## src/shared/ldc_pkg.sv

```systemverilog
`default_nettype none
package ldc_pkg;
	// Byte addresses; printed offsets are not all multiples of four
	localparam logic [15:0] IDX_POWER   = 16'hff03;
	localparam logic [15:0] IDX_MODE    = 16'hff10;
	localparam logic [15:0] IDX_DISPLAY = 16'hff11;
	localparam int          ADDR_W      = 18;
	localparam logic [17:0] ADDR_POWER   = {IDX_POWER, 2'b00};
	localparam logic [17:0] ADDR_MODE    = {IDX_MODE, 2'b00};
	localparam logic [17:0] ADDR_DISPLAY = {IDX_DISPLAY, 2'b00};

	// Field positions
	localparam int POS_BOOSTER   = 0;
	localparam int POS_REG_SUP   = 1;
	localparam int POS_DUTY      = 0;
	localparam int POS_FONT      = 2;
	localparam int POS_RSVD      = 3;
	localparam int POS_SEGMENT_REVERSE    = 6;
	localparam int POS_HEAVY     = 7;
	localparam int POS_CONTRAST  = 0;
	localparam int POS_DMODE     = 4;
	localparam int POS_AREA      = 6;
	localparam int POS_FRAME     = 7;

	// Reset values
	localparam logic [7:0] RST_POWER   = 8'h00;
	localparam logic [7:0] RST_MODE    = 8'h02;
	localparam logic [7:0] RST_DISPLAY = 8'h00;
	localparam logic [7:0] MASK_POWER  = 8'h03;

	// Display-mode codes
	localparam logic [1:0] DMODE_OFF    = 2'h0;
	localparam logic [1:0] DMODE_NORMAL = 2'h1;
	localparam logic [1:0] DMODE_DARK   = 2'h2;
	localparam logic [1:0] DMODE_LIT    = 2'h3;

	// Duty codes
	localparam logic [1:0] DUTY_8  = 2'h0;
	localparam logic [1:0] DUTY_32 = 2'h1;
	localparam logic [1:0] DUTY_16 = 2'h2;
	localparam logic [1:0] DUTY_BAD = 2'h3;
	localparam logic [5:0] COMS_8  = 6'h08;
	localparam logic [5:0] COMS_16 = 6'h10;
	localparam logic [5:0] COMS_32 = 6'h20;

	typedef enum logic [1:0] {
		LDC_DRV_OFF,
		LDC_DRV_NORMAL,
		LDC_DRV_DARK,
		LDC_DRV_LIT
	} ldc_drive_t;

	typedef struct packed {
		logic        drive_enable;
		logic        blank_dynamic;
		logic        static_common;
		logic        lcd_power_on;
		logic [5:0]  common_count;
		logic        font_layout_sel;
		logic        segment_reverse;
		logic        display_area_sel;
		logic        frame_clock_sel;
		logic [3:0]  contrast_code;
		logic        heavy_load_mode;
	} ldc_drive_ctl_t;

	typedef struct packed {
		logic booster_on;
		logic regulator_supply_sel;
	} ldc_supply_ctl_t;
endpackage
`default_nettype wire

```

## src/rtl/ldc_ctrl.sv

```systemverilog
// Operation
// Mode field 11 lit, 10 dark, 01 normal, 00 drive off.
// All-on and all-off affect drive waveform only, never display memory.
// All-on drives commons statically; all-off keeps multiplexed common drive.
// Drive-off turns LCD power circuit off, bias levels to ground.
// Sleep and reset clear mode field to drive off.
// Four-bit contrast, 16 steps, ones darkest, resets to zero.
// Duty 10 gives 1/16, 01 1/32, 00 1/8; 11 illegal; reset 10.
// Font bit one selects 12x12 layout, zero 16x16 or 5x8.
// Segment-reverse bit mirrors column-to-segment order; resets normal.
// Area bit selects display memory area 0 or 1; resets 0.
// Frame clock from low-speed oscillator when zero, timer 5 when one.
// Booster bit turns voltage doubler on when one; resets off.
// Regulator supply bit picks boosted supply when one; resets main.
// Software enables booster and waits 1 ms before boosted supply.
// Software should keep booster off while regulator uses main supply.
// Upper power bits read zero; three reserved mode bits are storage.
`default_nettype none
module ldc_ctrl (
	// Clock and reset
	input  wire logic                     ref_clk,
	input  wire logic                     reset,
	// Avalon-MM slave
	input  wire logic [17:0]              avs_address,
	input  wire logic                     avs_read,
	input  wire logic                     avs_write,
	input  wire logic [31:0]              avs_writedata,
	input  wire logic [3:0]               avs_byteenable,
	output logic      [31:0]              avs_readdata,
	output logic                          avs_waitrequest,
	output logic      [1:0]               avs_response,
	// System events
	input  wire logic                     sleep_instruction,
	// Drive side
	output ldc_pkg::ldc_drive_ctl_t       drive_ctl,
	output ldc_pkg::ldc_supply_ctl_t      supply_ctl
);
	logic [7:0]  power_r, power_nxt;
	logic [7:0]  mode_r, mode_nxt;
	logic [7:0]  display_r, display_nxt;
	logic        ack_r, ack_nxt;
	logic [31:0] rdata_r, rdata_nxt;
	logic [1:0]  resp_r, resp_nxt;
	logic        hit;
	logic [7:0]  rd_byte;

	function automatic logic [5:0] duty_commons(input logic [1:0] duty);
		unique case (duty)
			ldc_pkg::DUTY_8:  duty_commons = ldc_pkg::COMS_8;
			ldc_pkg::DUTY_32: duty_commons = ldc_pkg::COMS_32;
			ldc_pkg::DUTY_16: duty_commons = ldc_pkg::COMS_16;
			default:          duty_commons = 6'h00;
		endcase
	endfunction

	// One wait cycle per access, answer registered
	assign avs_waitrequest = (avs_read | avs_write) & ~ack_r;
	assign avs_readdata    = rdata_r;
	assign avs_response    = resp_r;

	always_comb begin
		hit = 1'b1;
		rd_byte = 8'h00;
		unique case (avs_address)
			// Unused power bits zero
			ldc_pkg::ADDR_POWER:   rd_byte = power_r & ldc_pkg::MASK_POWER;
			ldc_pkg::ADDR_MODE:    rd_byte = mode_r;
			ldc_pkg::ADDR_DISPLAY: rd_byte = display_r;
			default:               hit = 1'b0;
		endcase
	end

	always_comb begin
		power_nxt   = power_r;
		mode_nxt    = mode_r;
		display_nxt = display_r;
		ack_nxt     = (avs_read | avs_write) & ~ack_r;
		rdata_nxt   = rdata_r;
		resp_nxt    = resp_r;
		if ((avs_read | avs_write) & ~ack_r) begin
			resp_nxt  = hit ? 2'h0 : 2'h3;
			rdata_nxt = avs_read ? {24'h000000, rd_byte} : 32'h00000000;
		end
		if (avs_write & ~ack_r & avs_byteenable[0]) begin
			unique case (avs_address)
				// Booster and supply select
				ldc_pkg::ADDR_POWER: power_nxt = avs_writedata[7:0] & ldc_pkg::MASK_POWER;
				// Duty, font, reverse, reserved storage
				ldc_pkg::ADDR_MODE: mode_nxt = avs_writedata[7:0];
				// Contrast, mode, area, frame clock
				ldc_pkg::ADDR_DISPLAY: display_nxt = avs_writedata[7:0];
				default: begin
				end
			endcase
		end
		// Sleep forces drive off, wins over a write
		if (sleep_instruction) begin
			display_nxt[ldc_pkg::POS_DMODE +: 2] = ldc_pkg::DMODE_OFF;
		end
	end

	always_ff @(posedge ref_clk) begin
		if (reset) begin
			// Reset to drive off, duty 1/16
			power_r   <= ldc_pkg::RST_POWER;
			mode_r    <= ldc_pkg::RST_MODE;
			display_r <= ldc_pkg::RST_DISPLAY;
			ack_r     <= 1'b0;
			rdata_r   <= 32'h00000000;
			resp_r    <= 2'h0;
		end else begin
			power_r   <= power_nxt;
			mode_r    <= mode_nxt;
			display_r <= display_nxt;
			ack_r     <= ack_nxt;
			rdata_r   <= rdata_nxt;
			resp_r    <= resp_nxt;
		end
	end

	ldc_pkg::ldc_drive_t drive_mode;
	assign drive_mode = ldc_pkg::ldc_drive_t'(display_r[ldc_pkg::POS_DMODE +: 2]);

	always_comb begin
		// Mode decode
		drive_ctl.drive_enable  = (drive_mode != ldc_pkg::LDC_DRV_OFF);
		// Blanking acts on waveform, memory untouched
		drive_ctl.blank_dynamic = (drive_mode == ldc_pkg::LDC_DRV_DARK);
		// Static commons only when all lit
		drive_ctl.static_common = (drive_mode == ldc_pkg::LDC_DRV_LIT);
		// Power circuit off grounds bias levels
		drive_ctl.lcd_power_on  = (drive_mode != ldc_pkg::LDC_DRV_OFF);
		// Illegal duty yields zero commons
		drive_ctl.common_count  = duty_commons(mode_r[ldc_pkg::POS_DUTY +: 2]);
		// Font layout
		drive_ctl.font_layout_sel  = mode_r[ldc_pkg::POS_FONT];
		// Segment mirror
		drive_ctl.segment_reverse  = mode_r[ldc_pkg::POS_SEGMENT_REVERSE];
		// Area select
		drive_ctl.display_area_sel = display_r[ldc_pkg::POS_AREA];
		// Frame clock source
		drive_ctl.frame_clock_sel  = display_r[ldc_pkg::POS_FRAME];
		// Contrast code
		drive_ctl.contrast_code    = display_r[ldc_pkg::POS_CONTRAST +: 4];
		drive_ctl.heavy_load_mode  = mode_r[ldc_pkg::POS_HEAVY];
		// Doubler, regulator supply
		supply_ctl.booster_on           = power_r[ldc_pkg::POS_BOOSTER];
		supply_ctl.regulator_supply_sel = power_r[ldc_pkg::POS_REG_SUP];
	end

	// Sleep clears mode next cycle
	chk_sleep_clears_mode: assert property (@(posedge ref_clk) disable iff (reset)
		sleep_instruction |=> display_r[5:4] == 2'h0) else $error("sleep did not clear mode");
	// Static commons only in lit mode
	chk_static_lit: assert property (@(posedge ref_clk) disable iff (reset)
		drive_ctl.static_common |-> display_r[5:4] == 2'h3) else $error("static wrong");
	// Off mode powers down
	chk_off_power: assert property (@(posedge ref_clk) disable iff (reset)
		display_r[5:4] == 2'h0 |-> !drive_ctl.lcd_power_on) else $error("power on in off");
	// Upper power bits zero
	chk_power_upper: assert property (@(posedge ref_clk) disable iff (reset)
		power_r[7:2] == 6'h00) else $error("power upper bits set");
	// Duty 1/16 gives 16 commons
	chk_duty_count: assert property (@(posedge ref_clk) disable iff (reset)
		mode_r[1:0] == 2'h2 |-> drive_ctl.common_count == 6'h10) else $error("duty count");
	// Contrast follows write
	chk_contrast_wr: assert property (@(posedge ref_clk) disable iff (reset)
		avs_write && !ack_r && avs_byteenable[0] && avs_address == ldc_pkg::ADDR_DISPLAY
		|=> drive_ctl.contrast_code == $past(avs_writedata[3:0])) else $error("contrast");
	// Reverse set when mode bit 6 rises
	chk_seg_reverse: assert property (@(posedge ref_clk) disable iff (reset)
		$rose(mode_r[6]) |-> drive_ctl.segment_reverse) else $error("segment_reverse");
	// Booster follows write
	chk_booster_wr: assert property (@(posedge ref_clk) disable iff (reset)
		avs_write && !ack_r && avs_byteenable[0] && avs_address == ldc_pkg::ADDR_POWER
		|=> supply_ctl.booster_on == $past(avs_writedata[0])) else $error("booster");
	// Bus answer in one cycle
	chk_bus_answer: assert property (@(posedge ref_clk) disable iff (reset)
		(avs_read || avs_write) && !ack_r |=> !avs_waitrequest) else $error("no answer");
endmodule
`default_nettype wire

```

## config.mk

```make
export PLATFORM = sky130hd
export DESIGN_NAME = ldc_ctrl
export DESIGN_NICKNAME = d
export VERILOG_FILES = /design/src/shared/ldc_pkg.sv /design/src/rtl/ldc_ctrl.sv
export SDC_FILE = /design/constraint.sdc
export NUM_CORES = 1
export LEC_CHECK = 0
export BUFFER_PORTS_ARGS = -buffer_cell sky130_fd_sc_hd__buf_2
export CAP_MARGIN = 20
export CORE_ASPECT_RATIO = 1.4
export CORE_MARGIN = 4
export CORE_UTILIZATION = 35
export CTS_CLUSTER_DIAMETER = 30
export DETAILED_ROUTE_END_ITERATION = 10
export PLACE_DENSITY = 0.78
export SYNTH_ARGS = -nofsm -noshare
export SYNTH_HDL_FRONTEND = slang
export SYNTH_SLANG_ARGS = --single-unit
```

## constraint.sdc

```tcl
create_clock -name ref_clk -period 2.31 [get_ports ref_clk]
set_input_delay 0.1155 -clock ref_clk [delete_from_list [all_inputs] [get_ports ref_clk]]
set_output_delay 0.1155 -clock ref_clk [all_outputs]
set_load 0.02 [all_outputs]
```

# Word-level counts from Yosys, hierarchy flattened
# Index checks and enable logic that the tools add are counted.
dict set report word_totals {
  out_inout_bits 56
  in_bits 59
  regBits 53
}
dict set report op_classes {
  reduce_logical 7
  n_eq_ne 7
  n_mux 5
  bitwise 5
}
# operator count
set op_table {}
lappend op_table {{equality test 18 bit, second input constant} 3}
lappend op_table {{one-hot mux 8 bit (3 select lines)} 1}
lappend op_table {{one-hot mux 6 bit (3 select lines)} 1}
lappend op_table {{2-to-1 mux 8 bit} 1}
lappend op_table {{equality test 2 bit, second input constant} 3}
lappend op_table {{AND reduction 2 bit} 3}
lappend op_table {{bitwise AND 1 bit} 3}
lappend op_table {{OR reduction 3 bit} 1}
lappend op_table {{equality test 2 x 1 -> 1 bit, second input constant} 1}
lappend op_table {{zero test 2 bit} 1}
lappend op_table {{2-to-1 mux 2 bit} 1}
lappend op_table {{nonzero test 2 bit} 1}
lappend op_table {{OR reduction 2 bit} 1}
lappend op_table {{2-to-1 mux 1 bit} 1}
lappend op_table {{NOT 1 bit} 1}
lappend op_table {{bitwise OR 1 bit} 1}

# Longest topological paths before layout
# Gate-level depths: netlist (run 1).
dict set report logic_depth {
  word_depth 4
  mapped_depth 6
  ltp_nobuf 4
}

# Worst setup path after synthesis (run 1)
# Ideal clock, no wire load.
dict set report synth_timing {
  kind {input to register}
  startpoint {in avs_address[5]}
  endpoint {reg display_r[2]}
  setup_time_ps 129
  t_required_ps 2181
  path_stages 5
  setup_slack_ps 634
  arrival_time_ps 1546
  cell_sequence {or4_4 or4_4 buf_6 o21ai_1 a21oi_1}
}
dict set report synth_via {
  elab_chain_cells 2
}
# item line
set synth_rtl {}
lappend synth_rtl {{start, declared} ldc_ctrl.sv:24} ;# input wire logic [17:0] avs_address,
lappend synth_rtl {{equality test 18 bit} ldc_ctrl.sv:85} ;# unique case (avs_address)
lappend synth_rtl {{AND reduction 2 bit (no source line)} n/a}
lappend synth_rtl {{end signal, assigned} ldc_ctrl.sv:107} ;# display_r <= ldc_pkg::RST_DISPLAY;
lappend synth_rtl {{end signal, assigned} ldc_ctrl.sv:114} ;# display_r <= display_nxt;
lappend synth_rtl {{end, declared} ldc_ctrl.sv:40} ;# logic [7:0] display_r, display_nxt;
# No other way between the ends.
# A chain may end at the register's enable or synchronous reset.

# Final worst setup path (run 1)
dict set report layout_timing {
  startpoint {reg ack_r}
  endpoint {reg display_r[5]}
}
dict set report layout_via {
  elab_chain_cells 4
}
# item line
set layout_rtl {}
lappend layout_rtl {{start, declared} ldc_ctrl.sv:41} ;# logic ack_r, ack_nxt;
lappend layout_rtl {{start signal, assigned} ldc_ctrl.sv:115} ;# ack_r <= ack_nxt;
lappend layout_rtl {{NOT 1 bit} ldc_ctrl.sv:84} ;# if (avs_write & ~ack_r & avs_byteenable[0]) begin
lappend layout_rtl {{bitwise AND 1 bit (2 in series)} ldc_ctrl.sv:84}
lappend layout_rtl {{AND reduction 2 bit (no source line)} n/a}
# No other way between the ends.

==> results of run 1 <==
==> where the power goes <==
part	total (mW)	internal [mW]	switching (mW)
clock	0.303	0.152	0.151
combinational	0.124	0.0361	0.0879
sequential	0.487	0.485	0.00208
==> metal layers <==
layer / vias to the layer above / wire, microns
met4: 0 / 29
met3: 2 / 319
li1: 694 / -
met1: 648 / 1490
met5: - / 0
met2: 61 / 2030
==> critical path, cell delays in order (launching register included) <==
cell	delay, ns
dfxtp_1	0.34
and3b_1	0.30
and3_1	0.50
nand4_1	0.15
a211oi_1	0.25
==> state kept, by name, summed over array words and instances, names as in the netlist <==
register      flops
avs_response      1
display_r         8
mode_r            8
avs_readdata      8
ack_r             1
power_r           2
==> area by class of cell <==
| class | instances | area (sq um) |
|---|---|---|
| Fill cell | 511 | 2760 |
| Multi-Input combinational cell | 135 | 840 |
| Sequential cell | 28 | 561 |
| Timing Repair Buffer | 61 | 308 |
| Tap cell | 62 | 77.6 |
| Clock buffer | 4 | 55.1 |
| Inverter | 1 | 3.75 |
==> path summary, 6_finish.rpt <==
path,start,end,slack (ns),cells past startpoint
max,ack_r,display_r[5],0.70,4
min,sleep_instruction,display_r[4],0.02,2
max reg2reg,ack_r,display_r[5],0.70,4
min reg2reg,avs_readdata[4],avs_readdata[4],0.47,1
==> stage by stage <==
step	utilization	setup WS (ns)
after floorplan	-	0.634
after global placement	0.388	0.469
after detailed placement	0.388	0.455
after CTS	0.400	0.693
after global routing	0.400	0.525
final	0.400	0.699
==> logic make-up after synthesis <==
| kind of cell | after synthesis | share of synthesized area |
|---|---|---|
| AND/OR/NAND/NOR | 55 | 0.218 |
| AO/OA/AOI/OAI | 41 | 0.150 |
| buffers and inverters | 48 | 0.225 |
| multiplexers | 12 | 0.0714 |
| flip-flops | 28 | 0.333 |
| other | 1 | 0.00223 |
==> synth_stat cells, types with 2 or more instances <==
library cell / number
nor3_1: 3
nor2_1: 7
clkbuf_1: 2
clkbuf_8: 2
o2bb2ai_1: 8
buf_6: 4
o21ai_0: 6
a21oi_1: 14
or4_4: 2
nand4_1: 11
a2bb2oi_1: 2
and3_1: 2
nand4b_1: 8
nand2_1: 9
nor2b_1: 3
dfxtp_1: 28
mux2i_1: 12
o21ai_1: 8
buf_4: 38
a211oi_1: 2
==> results.cfg, run 1 <==
[finish]
layout_commonest_cell = buf_2
syn_to_final_growth_pct = 9.67
layout_common_cells = 60 x buf_2, 28 x dfxtp_1, 27 x conb_1
drive_above_1_share = 0.314
final_cells = 291
nets = 289
final_cell_area_sq_um = 1840
diodes = 0

[timing]
period_share = 0.697
fmax_mhz = 621
relSlewSlack = 0.648
rsz0062_at_grt = no
slew_violations = 0
fin_skew_ns = 0.00175
whs_ns = 0.0176
finalHoldViolations = 0
finalSetupTns_ns = 0
min_period_ns = 1.61
setup_viol = 0
worst_pin_slew_ns = 0.526

[cts]
cts_tree = built
post_cts_resize_count = 0
cts_hold_buffers = 0
root_buffer = clkbuf_8
cts_made_buffers = 3
h-tree-depth = 1
insertion_delay_ns = 0.27
clock_path_buffers = 2
cts_setup_buffers = 0
clkSinkCount = 28
cts.clk_slew.worst_paths_ns = 0.10

[synthesis]
netlist_instances = 185
synth-seq-cells = 28
synth_flop_cell = dfxtp_1
synth_area_per_cell_sq_um = 9.09
synth.distinct_cells = 34
yosysWarnings = 0
synth.top_cells.by_area = dfxtp_1 33%, buf_4 17%, mux2i_1 7.1%
yosysTopAreaCell = dfxtp_1
synth_edf_count = 0
netlist.area_leader.share = 0.333
seq_area_frac_synth = 0.333
async_flop_share = 0
syn_area_sq_um = 1680

[critical_path]
cp.required_ns = 2.50
critPathKind = reg -> reg
critical_path.startpoint_type = flop
crit_fanout = 14
arrival_ns = 1.80
end_kind = flop

[routing]
ant_nets = 0
vias = 1405
viasPerCell = 4.83
drc_errors = 0
wl_per_cell_microns = 13.3
dr.pass1.iters = 4
drt-initial-drc-count = 112
drt_wl_total_mm = 3.87

[pwr]
ir_worst_vdd_mv = 0.200
total_power_uw = 914
power.density_nw_per_um2 = 496
p_leak_nw = 0.811

[place]
place_congestion = 0.761
dp_hpwl_mm = 3.11
dp_cells = 287
portBuffers = 60
dpl_cell_area_sq_um = 1790

[grt]
globalRoute.busiestLayer = met2
grt_max_degree = 27
grt_pass1_vias = 1299
antenna_found_initial = 0
grt_overflow_total = 0
gr-usage-met3 = 0.0299
met1_usage = 0.151
global_route.usage.total = 0.128
grt_pass1_wl_mm = 6.15
met2_usage = 0.228

[floorplanning]
boundaryPins = 115
die_h_microns = 90.0
dieArea_sq_um = 5990
core_sq_um = 4610
rows = 29
start_util = 0.365
die_x_microns = 66.6

[job]
max_cap_violations = 0

[min_path]
min_path_type = in -> reg

[run_status]
status = finished clean
(Power assumes the default switching activity.)
==> inputs of run 2 (changes only) <==
Clock period 2.31 ns to 1.6 ns, I/O delays scaled along.
==> run 2 against run 1 <==
Effect of this change: critical path depth up 1; global-route usage rose by 0.81 points; design area up 3.9%; non-clock buffer count up 7; clock skew up 0.0050 ns; first-iteration DRC count down 3.6%; worst hold slack improved by 0.051 ns; largest power group unchanged; routed wire length up 2.8%; register-to-register slack worse by 0.53 ns; combinational power is 49% higher; final cell count up 2.4%.
==> results.cfg, run 2 (synthesis results as in run 1) <==
[floorplanning]
core_sq_um = 4610
start_util = 0.365
rows = 29
die_x_microns = 66.6
die_h_microns = 90.0
boundaryPins = 115
dieArea_sq_um = 5990

[cts]
insertion_delay_ns = 0.28
cts.clk_slew.worst_paths_ns = 0.09
clkSinkCount = 28
cts_tree = built
h-tree-depth = 1
root_buffer = clkbuf_8
clock_path_buffers = 2
cts_made_buffers = 3

[finish]
nets = 296
final_core_util = 0.416
layout_commonest_cell = buf_2
syn_to_final_growth_pct = 14.0
drive_above_1_share = 0.335
diodes = 0
layout_common_cells = 60 x buf_2, 28 x dfxtp_1, 27 x conb_1

[grt]
grt_pass1_wl_mm = 6.56
global_route.usage.total = 0.136
grt_max_degree = 24
grt_pass1_vias = 1363
grt_overflow_total = 0
antenna_found_initial = 0

[critical_path]
r2r_slack_ns = 0.17
worstReg2RegStart = ack_r
cp.required_ns = 1.76
crit_fanout = 15
arrival_ns = 1.66
critical_path.startpoint_type = input pin
end_kind = flop
reg2reg_to = display_r[7]
critPathKind = in -> reg
worstRegToRegCells = 5

[routing]
viasPerCell = 4.84
drt-initial-drc-count = 108
dr.pass1.iters = 4
vias = 1443
wl_per_cell_microns = 13.3
drt_wl_total_mm = 3.98
drc_errors = 0
ant_nets = 0

[timing]
worst_pin_slew_ns = 0.545
finalSetupTns_ns = 0
fin_skew_ns = 0.00678
relSlewSlack = 0.635
setup_viol = 0
finalHoldViolations = 0
slew_violations = 0
fmax_mhz = 667
period_share = 0.938
min_period_ns = 1.50
rsz0062_at_grt = yes

[place]
portBuffers = 60
dp_hpwl_mm = 3.17
place_congestion = 0.779

[min_path]
min_path_type = in -> reg
hold_start = avs_writedata[4]
whs_path_depth = 3
whs_endpoint = display_r[4]

[pwr]
ir_worst_vdd_mv = 0.351
power.density_nw_per_um2 = 754
p_leak_nw = 0.852
total_power_mw = 1.45

[run_status]
status = finished clean

[job]
max_cap_violations = 0
run 2: changes by cell type in the layout (fill, tap and decap cells not counted):
cell | before | now
dlygate4sd3_1 | 0 | 1
bufinv_16 | 0 | 1
and3_1 | 2 | 1
buf_4 | 1 | 7
clkbuf_8 | 4 | 3
and3_2 | 0 | 1
run 2: through the flow:
step / std cells / hold slack (ns) / setup WS [ns] / cell area (sq um)
after floorplan: 211 / 0.158 / -0.0400 / 1780
after global placement: 292 / 0.275 / -0.182 / 1830
after detailed placement: 292 / 0.276 / -0.207 / 1830
after CTS: 297 / 0.0648 / 0.0884 / 1910
after global routing: 298 / 0.0632 / -0.00326 / 1920
final: 298 / 0.0686 / 0.0997 / 1920
run 2: power breakdown:
group          total, mW  leakage (nW)  switching [mW]  internal, mW
registers          0.704         0.226         0.00333         0.701
logic              0.185         0.590           0.129        0.0553
clock network      0.558        0.0357           0.222         0.335
run 2: worst max path at each step:
stage	from	to	slack, ns	cells after the start
6_report	avs_address[5]	display_r[5]	0.1	5
5_1_grt	avs_address[5]	display_r[0]	-0.003	5
3_3_place_gp	avs_address[5]	display_r[4]	-0.18	5
4_1_cts	ack_r	display_r[7]	0.09	5
3_5_place_dp	avs_address[5]	display_r[4]	-0.21	5
2_1_floorplan	avs_address[5]	display_r[2]	-0.04	5
run 2: layer usage:
metal	routed length, microns	part of all wire	track usage	vias to the layer above
met5	0	0	0	-
met2	2110	0.53	0.239	61
li1	-	-	-	710
met3	284	0.071	0.0262	5
met1	1540	0.39	0.165	667
met4	48	0.012	0.0356	0
run 2: critical path, stage by stage:
cell,delay (ns)
buf_2,0.09
or4_4,0.55
or4_4,0.64
o21ai_0,0.20
a211oi_1,0.09
run 2: what timing repair did:
action / 4_1_cts / 5_1_grt
hold buffers: 1 / 0
hold endpoints to repair: 2 / 0
setup buffers: 0 / 1
setup endpoints to repair: 0 / 10
resized for setup: 0 / 1
run 2: layout make-up:
| class | count | area [sq um] |
|---|---|---|
| Multi-Input combinational cell | 135 | 841 |
| Clock inverter | 1 | 30.0 |
| Tap cell | 62 | 77.6 |
| Clock buffer | 3 | 41.3 |
| Inverter | 1 | 3.75 |
| Sequential cell | 28 | 561 |
| Fill cell | 490 | 2690 |
| Timing Repair Buffer | 68 | 363 |
